[src/agc_pkg.sv]
// package: register map, field layout and reset values for gain-control config
//------------------------------------------------------------------------------
//------------------------------------------------------------------------------
package agc_pkg;
    localparam int unsigned ADDR_W = 16;
    localparam int unsigned DATA_W = 8;

    // register addresses
    localparam logic [15:0] ADDR_CAP_TARGET = 16'hdf17;
    localparam logic [15:0] ADDR_PRIO_SENSE = 16'hdf18;

    // field positions, first register
    localparam int unsigned DG_CAP_LSB = 6;
    localparam int unsigned FA_CAP_LSB = 3;
    localparam int unsigned GOAL_LSB   = 0;
    // field positions, second register
    localparam int unsigned ORDER_BIT  = 6;
    localparam int unsigned REL_LSB    = 4;
    localparam int unsigned ABS_LSB    = 0;

    // reset values
    localparam logic [1:0] DG_CAP_RST = 2'h0;
    localparam logic [2:0] FA_CAP_RST = 3'h0;
    localparam logic [2:0] GOAL_RST   = 3'h3;
    localparam logic       ORDER_RST  = 1'h1;
    localparam logic [1:0] REL_RST    = 2'h0;
    localparam logic [3:0] ABS_RST    = 4'h0;

    // codes with special meaning
    localparam logic [3:0] ABS_OFF  = 4'h8;
    localparam logic [1:0] REL_OFF  = 2'h0;
    // highest digital gain setting index (settings 0..top)
    localparam logic [2:0] DG_TOP   = 3'h7;
endpackage : agc_pkg

[src/agc_gain_limit_config.sv]
// module: gain-control limit and carrier-sense configuration register bank
module agc_gain_limit_config (
    // clock and reset
    input  wire logic                       clock,
    input  wire logic                       nrst,
    // register port
    input  wire logic [agc_pkg::ADDR_W-1:0] addr,
    input  wire logic [agc_pkg::DATA_W-1:0] wdata,
    input  wire logic                       wr,
    input  wire logic                       rd,
    output logic      [agc_pkg::DATA_W-1:0] rdata_ff,
    // fields to gain control
    output logic      [1:0]                 digital_gain_cap,
    output logic      [2:0]                 front_amp_gain_cap,
    output logic      [2:0]                 amplitude_goal,
    output logic                            gain_reduce_order,
    output logic      [1:0]                 relative_sense_threshold,
    output logic      [3:0]                 absolute_sense_threshold,
    // decoded limits for gain control
    output logic      [2:0]                 digital_gain_max_ff,
    output logic                            rel_sense_en_ff,
    output logic                            abs_sense_en_ff
);
    import agc_pkg::*;

    //--------------------------------------------------------------------------
    // overview
    //--------------------------------------------------------------------------
    // two eight-bit registers hold the gain caps, the amplitude goal, the
    // reduction order and both carrier-sense thresholds.
    // every field leaves the bank straight from its own flop, so gain
    // control may sample it on any edge without a glitch from the bus.
    // the decoded limits are registered as well and always agree with the
    // fields they come from on the same edge.
    // the slave never stalls: a write lands on the edge that takes it and
    // read data stand in the next cycle only, zero at all other times.
    // the count of digital gain settings is an assumption; its top index
    // sits in the package so that it can be changed in one place.

    //--------------------------------------------------------------------------
    // address decode
    //--------------------------------------------------------------------------
    // match one register address; only the two mapped words respond,
    // so a write anywhere else in the window leaves every field alone
    function automatic logic hit(
        input logic [ADDR_W-1:0] a,
        input logic [ADDR_W-1:0] r
    );
        hit = (a == r);
    endfunction

    // register selects, shared by the write and the read path
    wire logic sel_cap  = hit(addr, ADDR_CAP_TARGET);
    wire logic sel_prio = hit(addr, ADDR_PRIO_SENSE);

    // write enables per register
    wire logic ld_cap   = wr & sel_cap;
    wire logic ld_prio  = wr & sel_prio;

    // read enables per register; strobes never come together
    wire logic rd_cap   = rd & sel_cap;
    wire logic rd_prio  = rd & sel_prio;

    //--------------------------------------------------------------------------
    // write data slices
    //--------------------------------------------------------------------------
    // each field's slice of the write word for storage; the cap, relative and absolute slices also feed the limits;
    // bit seven of the second register has no slice and is dropped
    wire logic [1:0] wd_dg_cap = wdata[DG_CAP_LSB +: 2];
    wire logic [2:0] wd_fa_cap = wdata[FA_CAP_LSB +: 3];
    wire logic [2:0] wd_goal   = wdata[GOAL_LSB +: 3];
    wire logic       wd_order  = wdata[ORDER_BIT];
    wire logic [1:0] wd_rel    = wdata[REL_LSB +: 2];
    wire logic [3:0] wd_abs    = wdata[ABS_LSB +: 4];

    //--------------------------------------------------------------------------
    // field storage
    //--------------------------------------------------------------------------
    // every field holds its value until its register is written, and shows
    // the written value from the edge that takes the write

    // digital gain cap, bits 7:6 of the first register
    agc_cfg_reg #(
        .W   (2),
        .RST (DG_CAP_RST)
    ) u_dg (
        .clock (clock),
        .nrst  (nrst),
        .load  (ld_cap),
        .din   (wd_dg_cap),
        .q_ff  (digital_gain_cap)
    );

    // front amplifier gain cap, bits 5:3 of the first register
    agc_cfg_reg #(
        .W   (3),
        .RST (FA_CAP_RST)
    ) u_fa (
        .clock (clock),
        .nrst  (nrst),
        .load  (ld_cap),
        .din   (wd_fa_cap),
        .q_ff  (front_amp_gain_cap)
    );

    // amplitude goal, bits 2:0 of the first register
    agc_cfg_reg #(
        .W   (3),
        .RST (GOAL_RST)
    ) u_goal (
        .clock (clock),
        .nrst  (nrst),
        .load  (ld_cap),
        .din   (wd_goal),
        .q_ff  (amplitude_goal)
    );

    // reduction order, bit 6 of the second register
    agc_cfg_reg #(
        .W   (1),
        .RST (ORDER_RST)
    ) u_ord (
        .clock (clock),
        .nrst  (nrst),
        .load  (ld_prio),
        .din   (wd_order),
        .q_ff  (gain_reduce_order)
    );

    // relative threshold, bits 5:4 of the second register
    agc_cfg_reg #(
        .W   (2),
        .RST (REL_RST)
    ) u_rel (
        .clock (clock),
        .nrst  (nrst),
        .load  (ld_prio),
        .din   (wd_rel),
        .q_ff  (relative_sense_threshold)
    );

    // absolute threshold, bits 3:0 of the second register
    agc_cfg_reg #(
        .W   (4),
        .RST (ABS_RST)
    ) u_abs (
        .clock (clock),
        .nrst  (nrst),
        .load  (ld_prio),
        .din   (wd_abs),
        .q_ff  (absolute_sense_threshold)
    );

    //--------------------------------------------------------------------------
    // decoded limits
    //--------------------------------------------------------------------------
    // the next value comes from the write data while a write lands, so the
    // limits change on the same edge as the fields they are made from and
    // gain control never sees a field and its limit disagree
    wire logic [1:0] dg_src  = ld_cap ? wd_dg_cap : digital_gain_cap;
    wire logic [1:0] rel_src = ld_prio ? wd_rel : relative_sense_threshold;
    wire logic [3:0] abs_src = ld_prio ? wd_abs : absolute_sense_threshold;

    // highest usable digital gain setting: top index minus the cap, so
    // each cap step bars one more of the top settings
    wire logic [2:0] nxt_dg_max = DG_TOP - {1'b0, dg_src};
    // a threshold is live unless it holds its disable code
    wire logic       nxt_rel_en = (rel_src != REL_OFF);
    wire logic       nxt_abs_en = (abs_src != ABS_OFF);

    // limit flops; their reset values follow from the field reset values

    // digital gain ceiling flop
    always_ff @(posedge clock or negedge nrst) begin
        if (!nrst) begin
            digital_gain_max_ff <= DG_TOP - {1'b0, DG_CAP_RST};
        end else begin
            digital_gain_max_ff <= nxt_dg_max;
        end
    end

    // relative sense enable flop
    always_ff @(posedge clock or negedge nrst) begin
        if (!nrst) begin
            rel_sense_en_ff <= (REL_RST != REL_OFF);
        end else begin
            rel_sense_en_ff <= nxt_rel_en;
        end
    end

    // absolute sense enable flop
    always_ff @(posedge clock or negedge nrst) begin
        if (!nrst) begin
            abs_sense_en_ff <= (ABS_RST != ABS_OFF);
        end else begin
            abs_sense_en_ff <= nxt_abs_en;
        end
    end

    //--------------------------------------------------------------------------
    // read path
    //--------------------------------------------------------------------------
    // first register as software sees it
    wire logic [7:0] cap_word  = {digital_gain_cap,
                                  front_amp_gain_cap,
                                  amplitude_goal};
    // second register; the unused top bit always reads zero
    wire logic [7:0] prio_word = {1'b0,
                                  gain_reduce_order,
                                  relative_sense_threshold,
                                  absolute_sense_threshold};
    // data stand only in the cycle after the strobe; an unmapped address
    // or an idle cycle gives zero, so stale data never linger on the bus
    wire logic [7:0] nxt_rdata = rd_cap  ? cap_word  :
                                 rd_prio ? prio_word : 8'h00;

    // read data register, zero between reads
    always_ff @(posedge clock or negedge nrst) begin
        if (!nrst) begin
            rdata_ff <= 8'h00;
        end else begin
            rdata_ff <= nxt_rdata;
        end
    end
endmodule // agc_gain_limit_config

[src/agc_cfg_reg.sv]
// module: one loadable configuration field with reset value
module agc_cfg_reg #(
    parameter int unsigned W   = 1,
    parameter logic [W-1:0] RST = '0
) (
    // clock and reset
    input  wire logic         clock,
    input  wire logic         nrst,
    // load
    input  wire logic         load,
    input  wire logic [W-1:0] din,
    output logic      [W-1:0] q_ff
);
    // field holds value until loaded
    always_ff @(posedge clock or negedge nrst) begin
        if (!nrst) begin
            q_ff <= RST;
        end else if (load) begin
            q_ff <= din;
        end
    end
endmodule // agc_cfg_reg

[config.mk]
export PLATFORM = sky130hd
export DESIGN_NAME = agc_gain_limit_config
export DESIGN_NICKNAME = d
export VERILOG_FILES = /design/src/agc_pkg.sv /design/src/agc_gain_limit_config.sv /design/src/agc_cfg_reg.sv
export SDC_FILE = /design/constraint.sdc
export NUM_CORES = 1
export LEC_CHECK = 0
export ABC_AREA = 1
export BUFFER_PORTS_ARGS = -buffer_cell sky130_fd_sc_hd__buf_4
export CAP_MARGIN = 30
export CORE_AREA = 3 3 61 63
export CTS_CLUSTER_SIZE = 24
export DETAILED_ROUTE_END_ITERATION = 8
export DIE_AREA = 0 0 64 66
export PLACE_DENSITY = 0.7
export SYNTH_ARGS = -nofsm -noshare
export SYNTH_HDL_FRONTEND = slang
export SYNTH_SLANG_ARGS = --single-unit
[constraint.sdc]
create_clock -name clock -period 0.8 [get_ports clock]
set_input_delay 0.08 -clock clock [delete_from_list [all_inputs] [get_ports clock]]
set_output_delay 0.08 -clock clock [all_outputs]
set_load 0.005 [all_outputs]
==> tab_implementation.tex <==
\begin{tabular}{lr}
\hline
Metric & Value \\
\hline
\multicolumn{2}{l}{\textbf{Route}} \\
\quad Vias & between 1000 and 1500 \\
\quad Initial drt markers & between 60 and 70 \\
\quad Drc violations & 0 \\
\quad Number of optimization iterations in the first detailed-route pass & 4 \\
\quad Final routed wire length divided by cell count & around 13 um \\
\quad Wirelength, routed & roughly 3900 um \\
\quad Detail Route Antenna Nets & 0 \\
\quad Via/cell ratio & roughly 4.7 \\
\multicolumn{2}{l}{\textbf{Clock network}} \\
\quad H-tree levels & 1 \\
\quad Clock tree from TritonCTS & built \\
\quad Cell at the root of the clock tree & clkbuf\_4 \\
\quad Maximum buffer depth of the clock tree & 2 \\
\quad Clock latency on the worst-skew pair & $\sim$0.33 ns \\
\quad Clk sinks & 27 \\
\quad Number of clock buffers inserted by TritonCTS & 3 \\
\quad Clock-pin slew on the worst setup and hold paths & 0.15 ns \\
\multicolumn{2}{l}{\textbf{Setup path}} \\
\quad Worst endpoint data arrival time & $\sim$1 ns \\
\quad Crit-path cells & buf\_6 \\
\quad Type of element capturing the critical path & output pin \\
\quad Critical path's slowest cell & dfstp\_2 \\
\quad Buffers and inverters on the worst path & 1 \\
\quad Crit Path Max Fanout & 2 \\
\quad Required time of the critical path & approximately 0.72 ns \\
\quad Largest delay share family, worst path & flip-flops \\
\quad Setup CP Type & reg -> out \\
\quad Peak per-stage delay on the critical path & roughly 0.6 ns \\
\quad Startpoint Class & flop \\
\multicolumn{2}{l}{\textbf{Die}} \\
\quad Starting utilization of the core area & between 30\% and 40\% \\
\quad Core region area & 0.003284 mm\^{}2 \\
\quad Die W & about 64 um \\
\quad Top Ports & between 50 and 60 \\
\quad Site Rows & 21 \\
\quad Area enclosed by the die boundary & between 0.004 and 0.005 mm\^{}2 \\
\quad Die Ht & 66 um \\
\multicolumn{2}{l}{\textbf{Placed design}} \\
\quad Post-place instance area & 0.001841 mm\^{}2 \\
\quad Buffers on Ports & between 50 and 60 \\
\quad Weighted congestion reported at the end of routability-driven placement & 0.7279 \\
\quad Post-detail-place hpwl & roughly 2300 um \\
\multicolumn{2}{l}{\textbf{Timing}} \\
\quad Highest attainable clock frequency & around 0.92 GHz \\
\quad Least setup slack across all paths after layout & -0.2907 ns \\
\quad Number of slew-limit violations in the final report & 0 \\
\quad Fraction of the cycle the final worst path needs & 136.3\% \\
\quad Number of setup violations in the final report & 41 \\
\quad Clock Skews & approximately 0.009 ns \\
\quad Min Clock Period, post-route & roughly 1.1 ns \\
\quad RSZ-0062 raised after global routing & true \\
\quad Final hold violation count & 0 \\
\quad Final hold slack & roughly 0.014 ns \\
\multicolumn{2}{l}{\textbf{Synth}} \\
\quad Sequential fraction of the synthesis area & between 50\% and 60\% \\
\quad Most used flip-flop cell after synthesis & dfrtp\_1 \\
\quad Count of different cell masters after synthesis & 20 \\
\quad Number of warning messages in the yosys log & 0 \\
\quad Synth Cell Area & between 0.001 and 0.0015 mm\^{}2 \\
\quad Ranking of synthesized cells by instance count & 54 x nand2\_1, 21 x dfrtp\_1, 21 x inv\_1 \\
\quad Share of Yosys cell area claimed by the top area cell type & between 40 and 50\% \\
\quad Leading cell types by total area after synthesis & dfrtp\_1 42\%, nand2\_1 16\%, dfstp\_2 12\% \\
\quad Synthesized instance count & between 150 and 200 \\
\quad Dominant cell by count in the synthesized netlist & nand2\_1 \\
\quad Synthesized area per cell & around 8 um\^{}2 \\
\quad Library cell occupying the most area in the post-synthesis netlist & dfrtp\_1 \\
\quad Syn nets & between 150 and 200 \\
\quad Count of flip-flops with a built-in enable after synthesis & 0 \\
\quad Share of flip-flops with an asynchronous set or reset & 100.0\% \\
\quad Register bit count reported by yosys & 27 \\
\multicolumn{2}{l}{\textbf{GRT}} \\
\quad Global route overflow & 0 \\
\quad Via count of the first global-routing pass & around 1300 \\
\quad Largest net degree at the start of global routing & 28 \\
\quad Initial antenna violation count & 0 \\
\quad Global-route wire length before repair & roughly 6000 um \\
\quad All-layer global routing usage & between 10\% and 20\% \\
\multicolumn{2}{l}{\textbf{Layout}} \\
\quad Number of filler cells placed in the layout & between 200 and 250 \\
\quad Number of nets in the finished design & roughly 280 \\
\quad Share of cells above drive strength 1 & 59.92\% \\
\quad Count of inserted antenna diode cells & 0 \\
\quad Post-Route Utilization & approximately 74\% \\
\quad Post-route design area & 0.002426 mm\^{}2 \\
\quad Layout overhead on the synthesized area & 91.79\% \\
\multicolumn{2}{l}{\textbf{Power and ir drop}} \\
\quad Static Leakage & between 1 and 1.5 nW \\
\quad Power Dens Cells & between 900 and 1000 mW/mm\^{}2 \\
\quad Worst VDD drop & roughly 0.48 mV \\
\multicolumn{2}{l}{\textbf{Outcome}} \\
\quad Violated checks & negative setup slack \\
\quad Outcome & complete, but fails checks \\
\multicolumn{2}{l}{\textbf{Run}} \\
\quad Max-cap viol count & 0 \\
\multicolumn{2}{l}{\textbf{Min path}} \\
\quad Class of the tightest hold or removal check & in -> reg \\
\hline
\end{tabular}
state kept, by name, summed over array words and instances, names as in the netlist, 2 cells and up:
register,flops
digital_gain_max_ff,2
rdata_ff,8
u_abs.q_ff,4
u_dg.q_ff,2
u_fa.q_ff,3
u_goal.q_ff,3
u_rel.q_ff,2
layout by cell type, fill, tap and decap left out, types with 7 or more instances in the layout:
master / instances
buf_4: 35
buf_6: 47
dfrtp_1: 21
dlygate4sd3_1: 8
inv_1: 14
nand2_1: 36
nand2_2: 13
nand2_4: 9
nand3_1: 13
nor2_2: 7
layer usage:
metal	track usage [%]	wire, um	vias up
met5	0	0	-
met4	4.043	78	0
met3	4.252	276	8
met2	31.61	1985	70
met1	22.43	1518	640
li1	-	-	649
per-stage QoR:
stage | TNS (ns) | total power, mW | std cells | setup WS (ns)
floorplan | -3.331 | 1.463 | 155 | -0.2599
global placement | -9.096 | 1.648 | 262 | -0.4032
detailed placement | -9.479 | 1.649 | 262 | -0.4351
CTS | -5.171 | 2.258 | 289 | -0.2735
global route | -7.923 | 2.397 | 293 | -0.3261
finish | -5.815 | 2.286 | 293 | -0.2907
worst paths after layout:
path | startpoint | end | slack [ns] | depth (start not counted)
worst max-delay path | u_goal.q_ff[0] | amplitude_goal[0] | -0.29 | 1
worst min-delay path | wdata[3] | u_fa.q_ff[0] | 0.01 | 3
worst max register to register | u_goal.q_ff[0] | rdata_ff[0] | -0.17 | 4
worst min register to register | u_dg.q_ff[1] | rdata_ff[7] | 0.55 | 2
max in group asynchronous | nrst | u_ord.q_ff | 0.32 | 2
min in group asynchronous | nrst | rdata_ff[7] | 0.17 | 2
timing repair:
item | CTS | global route
endpoints found under the setup margin | 46 | 54
gates cloned | 1 | 0
endpoints found under the hold margin | 38 | 0
setup buffers | 15 | 4
pin swaps | 14 | 17
gates resized for setup | 48 | 46
hold buffers | 8 | 0
area by class of cell:
| cell class | instances | area (um^2) | area share [%] |
|---|---|---|---|
| clock buffer | 3 | 22.52 | 0.9283 |
| clock inverter | 1 | 5.005 | 0.2063 |
| inverter | 24 | 120.1 | 4.951 |
| multi-input combinational | 101 | 650.6 | 26.82 |
| sequential | 27 | 683.2 | 28.16 |
| tap | 46 | 57.56 | 2.372 |
| timing repair buffer | 91 | 887.1 | 36.57 |
report_power, final:
group | total [mW] | leakage [nW] | internal, mW | switching (mW)
sequential | 1.37 | 0.329 | 1.37 | 0.000297
clock | 0.594 | 0.0177 | 0.188 | 0.406
combinational | 0.324 | 0.910 | 0.167 | 0.157
total | 2.29 | 1.26 | 1.72 | 0.563
logic make-up after synthesis:
| kind of cell | synth area share, % |
|---|---|
| AOI/OAI and AO/OA | 2.769 |
| buffers and inverters | 9.397 |
| DFF | 54.01 |
| other | 0.2965 |
| and+or+nand+nor | 33.53 |
(Power assumes the default switching activity.)
